**src/scl_consts.svh**
```systemverilog
// Constants of the startup configuration loader: offsets, layouts, reset values.
// Assumes inclusion by the loader package and its modules only.
`ifndef SCL_CONSTS_SVH
`define SCL_CONSTS_SVH

// ----------------------------------------------------------------
// Configuration store geometry
// ----------------------------------------------------------------
`define SCL_SEG_COUNT       5'h14
`define SCL_FILE_MAX        5'h0F
`define SCL_SEL_MAX         4'hE
`define SCL_SEG_W           5
`define SCL_WORD_W          2
`define SCL_STORE_AW        7
`define SCL_DATA_W          8
`define SCL_RAIL_COUNT      5

// ----------------------------------------------------------------
// Word layout inside one segment
// ----------------------------------------------------------------
`define SCL_WORD_I2C        2'h0
`define SCL_WORD_PMB        2'h1
`define SCL_WORD_CTRL       2'h2
`define SCL_WORD_SWEN       2'h3
`define SCL_WORD_LAST       2'h3
`define SCL_HDR_SEG         5'h00
`define SCL_HDR_WORD        2'h2
`define SCL_HDR_CNT_LSB     4
`define SCL_HDR_CNT_MSB     7

// ----------------------------------------------------------------
// Register selects on the host register port
// ----------------------------------------------------------------
`define SCL_REG_I2C         3'h0
`define SCL_REG_PMB         3'h1
`define SCL_REG_CTRL        3'h2
`define SCL_REG_SWEN        3'h3
`define SCL_REG_STATUS      3'h4
`define SCL_REG_SEL         3'h5

// ----------------------------------------------------------------
// Control register fields and reset values
// ----------------------------------------------------------------
`define SCL_CTRL_EXT_OFS    0
`define SCL_CTRL_SW_OVR     1
`define SCL_CTRL_CNT_LSB    4
`define SCL_CTRL_CNT_MSB    7
`define SCL_I2C_RESET       7'h10
`define SCL_PMB_RESET       7'h40
`define SCL_CTRL_RESET      8'h00
`define SCL_SWEN_RESET      5'h00

`endif

```
**src/scl_pkg.sv**
```systemverilog
// Types of the startup configuration loader.
// Assumes scl_consts.svh sits beside it.
`include "scl_consts.svh"

package scl_pkg;

  // ----------------------------------------------------------------
  // Load sequence states
  // ----------------------------------------------------------------
  typedef enum logic [2:0]
  {
    SCL_WAIT_POR,
    SCL_SAMPLE,
    SCL_HDR_ADDR,
    SCL_HDR_DATA,
    SCL_SEG_ADDR,
    SCL_SEG_DATA,
    SCL_LOADED
  } scl_state_type;

endpackage : scl_pkg

```
**src/scl_loader.sv**
```systemverilog
// Startup configuration loader: power-on gate, store load, addressing, rail enables.
// Assumes a synchronous config store read port with one cycle of latency and
// resistor codes already digitised by the analog front end.
`timescale 1ns/1ns
`default_nettype none
`include "scl_consts.svh"

module scl_loader
  import scl_pkg::*;
(
  input  wire logic                         CORE_CLK,
  input  wire logic                         SYS_RST,
  input  wire logic                         SUPPLY_OK,
  input  wire logic                         CORE_RAIL_OK,
  input  wire logic                         OSC_STABLE,
  input  wire logic [3:0]                   SEG_SEL_CODE,
  input  wire logic [3:0]                   ADDR_OFS_CODE,
  input  wire logic [`SCL_RAIL_COUNT-1:0]   RAIL_EN_PIN,
  input  wire logic [`SCL_RAIL_COUNT-1:0]   VIN_UV_OK,
  output var  logic [`SCL_STORE_AW-1:0]     CFG_RD_ADDR,
  input  wire logic [`SCL_DATA_W-1:0]       CFG_RD_DATA,
  input  wire logic [19:0]                  CFG_SEG_WRITTEN,
  input  wire logic                         PROG_REQ,
  input  wire logic [`SCL_SEG_W-1:0]        PROG_SEG,
  input  wire logic [`SCL_WORD_W-1:0]       PROG_WORD,
  input  wire logic [`SCL_DATA_W-1:0]       PROG_DATA,
  output var  logic                         CFG_WR_EN,
  output var  logic [`SCL_STORE_AW-1:0]     CFG_WR_ADDR,
  output var  logic [`SCL_DATA_W-1:0]       CFG_WR_DATA,
  output var  logic                         PROG_REFUSED,
  input  wire logic                         HOST_WR_EN,
  input  wire logic [2:0]                   HOST_SEL,
  input  wire logic [`SCL_DATA_W-1:0]       HOST_WR_DATA,
  output var  logic [`SCL_DATA_W-1:0]       HOST_RD_DATA,
  output var  logic                         POR_DONE,
  output var  logic                         LOAD_DONE,
  output var  logic [6:0]                   I2C_ADDR,
  output var  logic                         I2C_ENABLE,
  output var  logic [6:0]                   PMB_ADDR,
  output var  logic                         PMB_ENABLE,
  output var  logic [`SCL_RAIL_COUNT-1:0]   RAIL_CONV_EN
);

  // ----------------------------------------------------------------
  // Pin synchronisers
  // ----------------------------------------------------------------
  logic [2:0]                 power_good;
  logic [3:0]                 sel_code;
  logic [3:0]                 ofs_code;
  logic [`SCL_RAIL_COUNT-1:0] en_pin;
  logic [`SCL_RAIL_COUNT-1:0] uv_ok;

  scl_sync #(.WIDTH(3)) u_sync_power
  (
    .clk      (CORE_CLK),
    .rst      (SYS_RST),
    .async_in ({SUPPLY_OK, CORE_RAIL_OK, OSC_STABLE}),
    .sync_out (power_good)
  );

  scl_sync #(.WIDTH(8)) u_sync_codes
  (
    .clk      (CORE_CLK),
    .rst      (SYS_RST),
    .async_in ({SEG_SEL_CODE, ADDR_OFS_CODE}),
    .sync_out ({sel_code, ofs_code})
  );

  scl_sync #(.WIDTH(2*`SCL_RAIL_COUNT)) u_sync_rails
  (
    .clk      (CORE_CLK),
    .rst      (SYS_RST),
    .async_in ({RAIL_EN_PIN, VIN_UV_OK}),
    .sync_out ({en_pin, uv_ok})
  );

  // ----------------------------------------------------------------
  // Internal power-on reset
  // ----------------------------------------------------------------
  logic por_released;

  always_ff @(posedge CORE_CLK)
  begin
    if (SYS_RST)
      por_released <= 1'b0;
    else if (!(&power_good))
      por_released <= 1'b0;
    else
      por_released <= 1'b1;
  end

  // ----------------------------------------------------------------
  // Load sequence
  // ----------------------------------------------------------------
  scl_state_type             state;
  logic [`SCL_WORD_W-1:0]    word_idx;
  logic [`SCL_SEG_W-1:0]     load_seg;
  logic [3:0]                sel_held;
  logic [3:0]                ofs_held;
  logic                      addr_read;
  logic [3:0]                hdr_count;
  logic [3:0]                file_cnt;
  logic [`SCL_SEG_W-1:0]     pick_seg;
  assign file_cnt = CFG_RD_DATA[`SCL_HDR_CNT_MSB:`SCL_HDR_CNT_LSB];
  // A zero count picks segment 0; a select code at or past the count falls back to the last stored file
  assign pick_seg = (file_cnt == 4'h0) ? 5'h00
                  : (sel_held >= file_cnt) ? {1'b0, file_cnt - 4'h1} : {1'b0, sel_held};

  always_ff @(posedge CORE_CLK)
  begin
    if (SYS_RST || !por_released)
    begin
      state     <= SCL_WAIT_POR;
      word_idx  <= '0;
      load_seg  <= '0;
      sel_held  <= '0;
      ofs_held  <= '0;
      addr_read <= 1'b0;
      hdr_count <= '0;
    end
    else
    begin
      case (state)
        SCL_WAIT_POR:
          state <= SCL_SAMPLE;
        SCL_SAMPLE:
        begin
          // Out-of-table select code clamps to the highest select, SCL_SEL_MAX
          sel_held  <= (sel_code > `SCL_SEL_MAX) ? `SCL_SEL_MAX : sel_code;
          ofs_held  <= ofs_code;
          addr_read <= 1'b1;
          state     <= SCL_HDR_ADDR;
        end
        SCL_HDR_ADDR:
          state <= SCL_HDR_DATA;
        SCL_HDR_DATA:
        begin
          hdr_count <= file_cnt;
          load_seg  <= pick_seg;
          word_idx <= '0;
          state    <= SCL_SEG_ADDR;
        end
        SCL_SEG_ADDR:
          state <= SCL_SEG_DATA;
        SCL_SEG_DATA:
        begin
          word_idx <= word_idx + 2'h1;
          if (word_idx == `SCL_WORD_LAST)
            state <= SCL_LOADED;
          else
            state <= SCL_SEG_ADDR;
        end
        SCL_LOADED:
          state <= SCL_LOADED;
        default:
          state <= SCL_WAIT_POR;
      endcase
    end
  end

  // ----------------------------------------------------------------
  // Store read address
  // ----------------------------------------------------------------
  always_ff @(posedge CORE_CLK)
  begin
    if (SYS_RST)
      CFG_RD_ADDR <= '0;
    else if (state == SCL_SAMPLE)
      CFG_RD_ADDR <= {`SCL_HDR_SEG, `SCL_HDR_WORD};
    else if (state == SCL_HDR_DATA)
      CFG_RD_ADDR <= {pick_seg, 2'h0};
    else if (state == SCL_SEG_DATA)
      CFG_RD_ADDR <= {load_seg, word_idx + 2'h1};
  end

  // ----------------------------------------------------------------
  // Working registers
  // ----------------------------------------------------------------
  logic       loaded;
  logic       host_ok;
  logic [6:0] i2c_base;
  logic [6:0] pmb_base;
  logic [7:0] ctrl;
  logic [4:0] sw_en;
  logic [6:0] load_addr;

  assign loaded    = (state == SCL_LOADED);
  assign host_ok   = loaded && HOST_WR_EN;
  assign load_addr = {load_seg, word_idx};

  // Store reads land one cycle after the address, so the word index still matches
  always_ff @(posedge CORE_CLK)
  begin
    if (SYS_RST)
    begin
      i2c_base <= `SCL_I2C_RESET;
      pmb_base <= `SCL_PMB_RESET;
      ctrl     <= `SCL_CTRL_RESET;
      sw_en    <= `SCL_SWEN_RESET;
    end
    else if (state == SCL_SEG_DATA && CFG_RD_ADDR == load_addr)
    begin
      case (word_idx)
        `SCL_WORD_I2C:  i2c_base <= CFG_RD_DATA[6:0];
        `SCL_WORD_PMB:  pmb_base <= CFG_RD_DATA[6:0];
        `SCL_WORD_CTRL: ctrl     <= {hdr_count, CFG_RD_DATA[3:0]};
        `SCL_WORD_SWEN: sw_en    <= CFG_RD_DATA[4:0];
        default:        sw_en    <= sw_en;
      endcase
    end
    else if (host_ok)
    begin
      case (HOST_SEL)
        `SCL_REG_I2C:  i2c_base <= HOST_WR_DATA[6:0];
        `SCL_REG_PMB:  pmb_base <= HOST_WR_DATA[6:0];
        `SCL_REG_CTRL: ctrl     <= HOST_WR_DATA;
        `SCL_REG_SWEN: sw_en    <= HOST_WR_DATA[4:0];
        default:       ctrl     <= ctrl;
      endcase
    end
  end

  // ----------------------------------------------------------------
  // Host read-back
  // ----------------------------------------------------------------
  always_ff @(posedge CORE_CLK)
  begin
    if (SYS_RST)
      HOST_RD_DATA <= '0;
    else
    begin
      case (HOST_SEL)
        `SCL_REG_I2C:    HOST_RD_DATA <= {1'b0, i2c_base};
        `SCL_REG_PMB:    HOST_RD_DATA <= {1'b0, pmb_base};
        `SCL_REG_CTRL:   HOST_RD_DATA <= ctrl;
        `SCL_REG_SWEN:   HOST_RD_DATA <= {3'h0, sw_en};
        `SCL_REG_STATUS: HOST_RD_DATA <= {5'h00, addr_read, loaded, por_released};
        `SCL_REG_SEL:    HOST_RD_DATA <= {load_seg[3:0], ofs_held};
        default:         HOST_RD_DATA <= 8'h00;
      endcase
    end
  end

  // ----------------------------------------------------------------
  // Bus addresses
  // ----------------------------------------------------------------
  logic [3:0] ofs_add;

  assign ofs_add = ctrl[`SCL_CTRL_EXT_OFS] ? ofs_held : 4'h0;

  // Offset wraps within seven bits; no carry into a reserved range
  always_ff @(posedge CORE_CLK)
  begin
    if (SYS_RST)
    begin
      I2C_ADDR   <= `SCL_I2C_RESET;
      PMB_ADDR   <= `SCL_PMB_RESET;
      I2C_ENABLE <= 1'b0;
      PMB_ENABLE <= 1'b0;
    end
    else
    begin
      I2C_ADDR   <= i2c_base + {3'h0, ofs_add};
      PMB_ADDR   <= pmb_base + {3'h0, ofs_add};
      I2C_ENABLE <= loaded && (i2c_base != 7'h00);
      PMB_ENABLE <= loaded && (pmb_base != 7'h00);
    end
  end

  // ----------------------------------------------------------------
  // Rail conversion enables
  // ----------------------------------------------------------------
  always_ff @(posedge CORE_CLK)
  begin
    if (SYS_RST)
      RAIL_CONV_EN <= '0;
    else if (ctrl[`SCL_CTRL_SW_OVR] && loaded)
      RAIL_CONV_EN <= sw_en;
    else
      RAIL_CONV_EN <= en_pin & uv_ok & {`SCL_RAIL_COUNT{loaded && addr_read}};
  end

  // ----------------------------------------------------------------
  // Store programming, one write per unused segment; any write marks the whole segment used
  // ----------------------------------------------------------------
  logic prog_bad;

  assign prog_bad = (PROG_SEG >= `SCL_SEG_COUNT) || CFG_SEG_WRITTEN[PROG_SEG];

  always_ff @(posedge CORE_CLK)
  begin
    if (SYS_RST)
    begin
      CFG_WR_EN    <= 1'b0;
      CFG_WR_ADDR  <= '0;
      CFG_WR_DATA  <= '0;
      PROG_REFUSED <= 1'b0;
    end
    else
    begin
      CFG_WR_EN    <= PROG_REQ && loaded && !prog_bad;
      CFG_WR_ADDR  <= {PROG_SEG, PROG_WORD};
      CFG_WR_DATA  <= PROG_DATA;
      PROG_REFUSED <= PROG_REQ && (!loaded || prog_bad);
    end
  end

  // ----------------------------------------------------------------
  // Status outputs
  // ----------------------------------------------------------------
  always_ff @(posedge CORE_CLK)
  begin
    if (SYS_RST)
    begin
      POR_DONE  <= 1'b0;
      LOAD_DONE <= 1'b0;
    end
    else
    begin
      POR_DONE  <= por_released;
      LOAD_DONE <= loaded;
    end
  end

endmodule : scl_loader

`default_nettype wire

```
**src/scl_sync.sv**
```systemverilog
// Two-stage synchroniser for a group of asynchronous levels.
// Assumes a single destination clock; first stage feeds only the second.
`timescale 1ns/1ns
`default_nettype none

module scl_sync
#(
  parameter int WIDTH = 1
)
(
  input  wire logic             clk,
  input  wire logic             rst,
  input  wire logic [WIDTH-1:0] async_in,
  output var  logic [WIDTH-1:0] sync_out
);

  logic [WIDTH-1:0] stage_one;

  always_ff @(posedge clk)
  begin
    if (rst)
    begin
      stage_one <= '0;
      sync_out  <= '0;
    end
    else
    begin
      stage_one <= async_in;
      sync_out  <= stage_one;
    end
  end

endmodule : scl_sync

`default_nettype wire
```
**config.mk**
```make
export PLATFORM = sky130hd
export DESIGN_NAME = scl_loader
export DESIGN_NICKNAME = d
export VERILOG_FILES = /design/src/scl_pkg.sv /design/src/scl_loader.sv /design/src/scl_sync.sv
export VERILOG_INCLUDE_DIRS = /design/src
export SDC_FILE = /design/constraint.sdc
export NUM_CORES = 1
export LEC_CHECK = 0
export ABC_AREA = 0
export BUFFER_PORTS_ARGS = -buffer_cell sky130_fd_sc_hd__buf_2
export CAP_MARGIN = 5
export CORE_ASPECT_RATIO = 0.6
export CORE_MARGIN = 2
export CORE_UTILIZATION = 41
export DETAILED_ROUTE_END_ITERATION = 8
export GPL_ROUTABILITY_DRIVEN = 0
export GPL_TIMING_DRIVEN = 0
export SLEW_MARGIN = 20
export SYNTH_ARGS = -nofsm -noshare
export SYNTH_HDL_FRONTEND = slang
export SYNTH_SLANG_ARGS = --single-unit
```
**constraint.sdc**
```tcl
create_clock -name CORE_CLK -period 4 [get_ports CORE_CLK]
set_clock_uncertainty 0.15 [all_clocks]
set_input_delay 1 -clock CORE_CLK [delete_from_list [all_inputs] [get_ports CORE_CLK]]
set_output_delay 1 -clock CORE_CLK [all_outputs]
set_load 0.1 [all_outputs]
```
==> run metrics <==
status=complete, no violations; Antenna Nets Post-Route=0; post-cts sizing count=0; initial antenna violation count=1; first-pass GRT wire length=25,000 um; Worst Path Buf+Inv=1; Syn Nets=695; core area=13,900 um^2; Root Driver=clkbuf_16; Area Overhead vs Synth=24.9%; Switching Fraction=0.251; nature of the critical path endpoint=flop; vias in the first global route=4,636; largest net degree at the start of global routing=17; H-tree depth=4; register area=2920 um^2; post-route insts no fill=950; Avg WL per Cell=16.6 um; fill count=1,299; Post-synth EDFFs=0; clk sinks=146; Hold Buf Count CTS=0; Core Util, Final=0.532; sw power=0.826 mW; final worst path period share=0.631; Seq cells post-synth=146; post-synthesis compound-gate area fraction=0.120; cell internal pwr=2.47 mW; die height=97.0 um; Sum Neg Setup Slack=0 ps; post-CTS setup buffers=0; DRC violations left=0; xor/xnor share of the synthesized area=0.0208; worst skew pair latency=420 ps; grt ovf=0; post-synthesis cell type count=55; Top Family by Delay on Critical Path=compound AO/OA/AOI/OAI gates; worst path arrival time=2720 ps; Slew Limit Headroom=0.492; Worst R2R Path Depth=7; worst-path cell chain=buf_2, ha_1, nand2b_1, a211o_1, a21oi_1, mux2_2, a31oi_1; Max Freq=0.396 GHz; Overall Global Routing Usage=0.212; final setup vio count=0; CTS Buffer Depth=2; sequential area share after synthesis=0.495; clock share of power=0.479; register share of total power=0.452; Worst IR Drop VDD=0.258 mV; Netlist Area Pre-Place=5910 um^2; unrepaired setup endpoints after global routing=false; placed insts=918; Post-Synth Adder-Cell Area=0.0428; Power Density=446 nW/um^2; clock buffer count from CTS=17; Combinational Power Share=0.069; TritonCTS clock tree=yes; Critical Path Max Stage Delay=420 ps; Synth Instances=597; multi-input logic area=2760 um^2; asr flop ratio synth=0; CP Launch Type=input port; Slowest-stage cell, CP=mux2_2; die width=159 um; # port buffers=129; WHS Path Cells=1; Worst Hold Class=flop to flop; proportion of synthesized area in mux cells=0.0796; Max Fanout on Critical Path=4; Tightest Pin Transition=741 ps; Pwr Total=3.29 mW; vias per inst=5.06; post-layout min period=2520 ps; vias=4,806; # IOs=134; first drt pass iteration count=5; Synth Area in Simple Gates=0.203; layout net count=843; CP required=4200 ps; die area=15,400 um^2; layout cells sized above 1=0.270; largest family of logic cells by synthesized area=simple AND/OR/NAND/NOR gates; commonest non-fill, non-tap cell in the layout=dfxtp_1; P_leak=3.09 nW; diode count=0; row count=33; clk slew on worst S/H paths=60 ps; most frequent cells in the layout=dfxtp_1, buf_2, nor2b_1; Post-Syn Area per Cell=9.90 um^2; crit path kind=input port to flop; Synth Flop Type=dfxtp_1; Routed WL=15,800 um; initial core utilization=0.426; Final Slew Violations=0; Final Hold Violating Endpoints=0; Crit. path cell count=7; number of synthesis warnings=0; Initial DRC Count=308; DP HPWL=12,100 um; MaxCap Viol Count=0
## layer usage
layer	wire, um	up-vias	track usage
met5	13	-	0
met4	231	2	0.0706
met3	1340	22	0.0583
met2	6360	209	0.298
met1	7830	2237	0.310
li1	-	2336	-
## kinds of logic after synthesis
| family | after synthesis |
|---|---|
| adders and majority gates | 19 |
| muxes | 36 |
| xor gates and xnor gates | 14 |
| DFF | 146 |
| other | 1 |
| buffers and inverters | 49 |
| AOI/OAI and AO/OA | 99 |
| and+or+nand+nor | 233 |
## per-stage QoR
stage | hold WS, ps | area, um^2 | worst slack (ps)
6_report | 285 | 7380 | 1480
5_1_grt | 298 | 7380 | 1350
4_1_cts | 287 | 7380 | 1490
3_5_place_dp | 272 | 6790 | 1050
3_3_place_gp | 274 | 6790 | 1070
2_1_floorplan | 264 | 5910 | 1360
## state kept, by name, summed over array words and instances, names as in the netlist, 6 cells and up
register,cells
CFG_RD_ADDR,6
pmb_base,7
PMB_ADDR,7
I2C_ADDR,7
u_sync_codes.sync_out,8
i2c_base,7
u_sync_codes.stage_one,8
ctrl,8
u_sync_rails.stage_one,10
HOST_RD_DATA,8
CFG_WR_ADDR,7
u_sync_rails.sync_out,10
CFG_WR_DATA,8
## final cells by class
cell class / instances / share of cell area
sequential: 146 / 0.396
clock inverter: 13 / 0.0183
clock buffer: 19 / 0.0614
tap: 192 / 0.0325
buffer: 31 / 0.0215
inverter: 18 / 0.00915
multi-input combinational: 402 / 0.374
timing repair buffer: 129 / 0.0875
## worst paths after layout
path,startpoint,end,slack (ps)
min reg2reg,u_sync_rails.stage_one[3]$_SDFF_PP0_,u_sync_rails.sync_out[3]$_SDFF_PP0_,280
max,CFG_RD_DATA[4],CFG_RD_ADDR[4]$_SDFFE_PP0P_,1480
max reg2reg,state[1]$_SDFF_PP0_,ctrl[1]$_SDFFE_PP0P_,1670
min,u_sync_rails.stage_one[3]$_SDFF_PP0_,u_sync_rails.sync_out[3]$_SDFF_PP0_,280
## cells in the mapped netlist, drive strengths merged (2+ instances only)
| master | n | area (um^2) |
|---|---|---|
| or2 | 3 | 21.3 |
| and3b | 2 | 17.5 |
| o22a | 2 | 17.5 |
| clkbuf | 19 | 71.3 |
| nand3 | 7 | 35.0 |
| o21a | 2 | 15.0 |
| nor2 | 61 | 229 |
| o31ai | 2 | 42.5 |
| fa | 2 | 40.0 |
| nor2b | 68 | 425 |
| a21o | 3 | 22.5 |
| dfxtp | 146 | 2920 |
| a31oi | 9 | 56.3 |
| a2bb2oi | 2 | 17.5 |
| mux2i | 20 | 200 |
| nand2b | 4 | 25.0 |
| a211oi | 17 | 153 |
| a32oi | 5 | 43.8 |
| inv | 18 | 67.6 |
| nor3b | 2 | 15.0 |
| and2 | 7 | 43.8 |
| buf | 12 | 87.6 |
| nor3 | 14 | 70.1 |
| xor2 | 3 | 26.3 |
| o21ai | 12 | 60.1 |
| nand4 | 3 | 33.8 |
| a21oi | 31 | 155 |
| xnor2 | 11 | 96.3 |
| mux4 | 8 | 180 |
| and4 | 2 | 20.0 |
| a22oi | 6 | 45.0 |
| and3 | 2 | 17.5 |
| nor4 | 2 | 12.5 |
| a311oi | 4 | 35.0 |
| mux2 | 8 | 90.1 |
| ha | 17 | 213 |
| nand2 | 51 | 191 |
## power by group through the flow
stage	registers, mW	logic [mW]	clock network (mW)
3_3_place_gp	1.52	0.221	0
5_1_grt	1.49	0.241	1.66
4_1_cts	1.49	0.226	1.60
2_1_floorplan	1.59	0.0827	0
3_5_place_dp	1.52	0.225	0
6_report	1.49	0.226	1.58
Power figures use the tool's default switching activity.
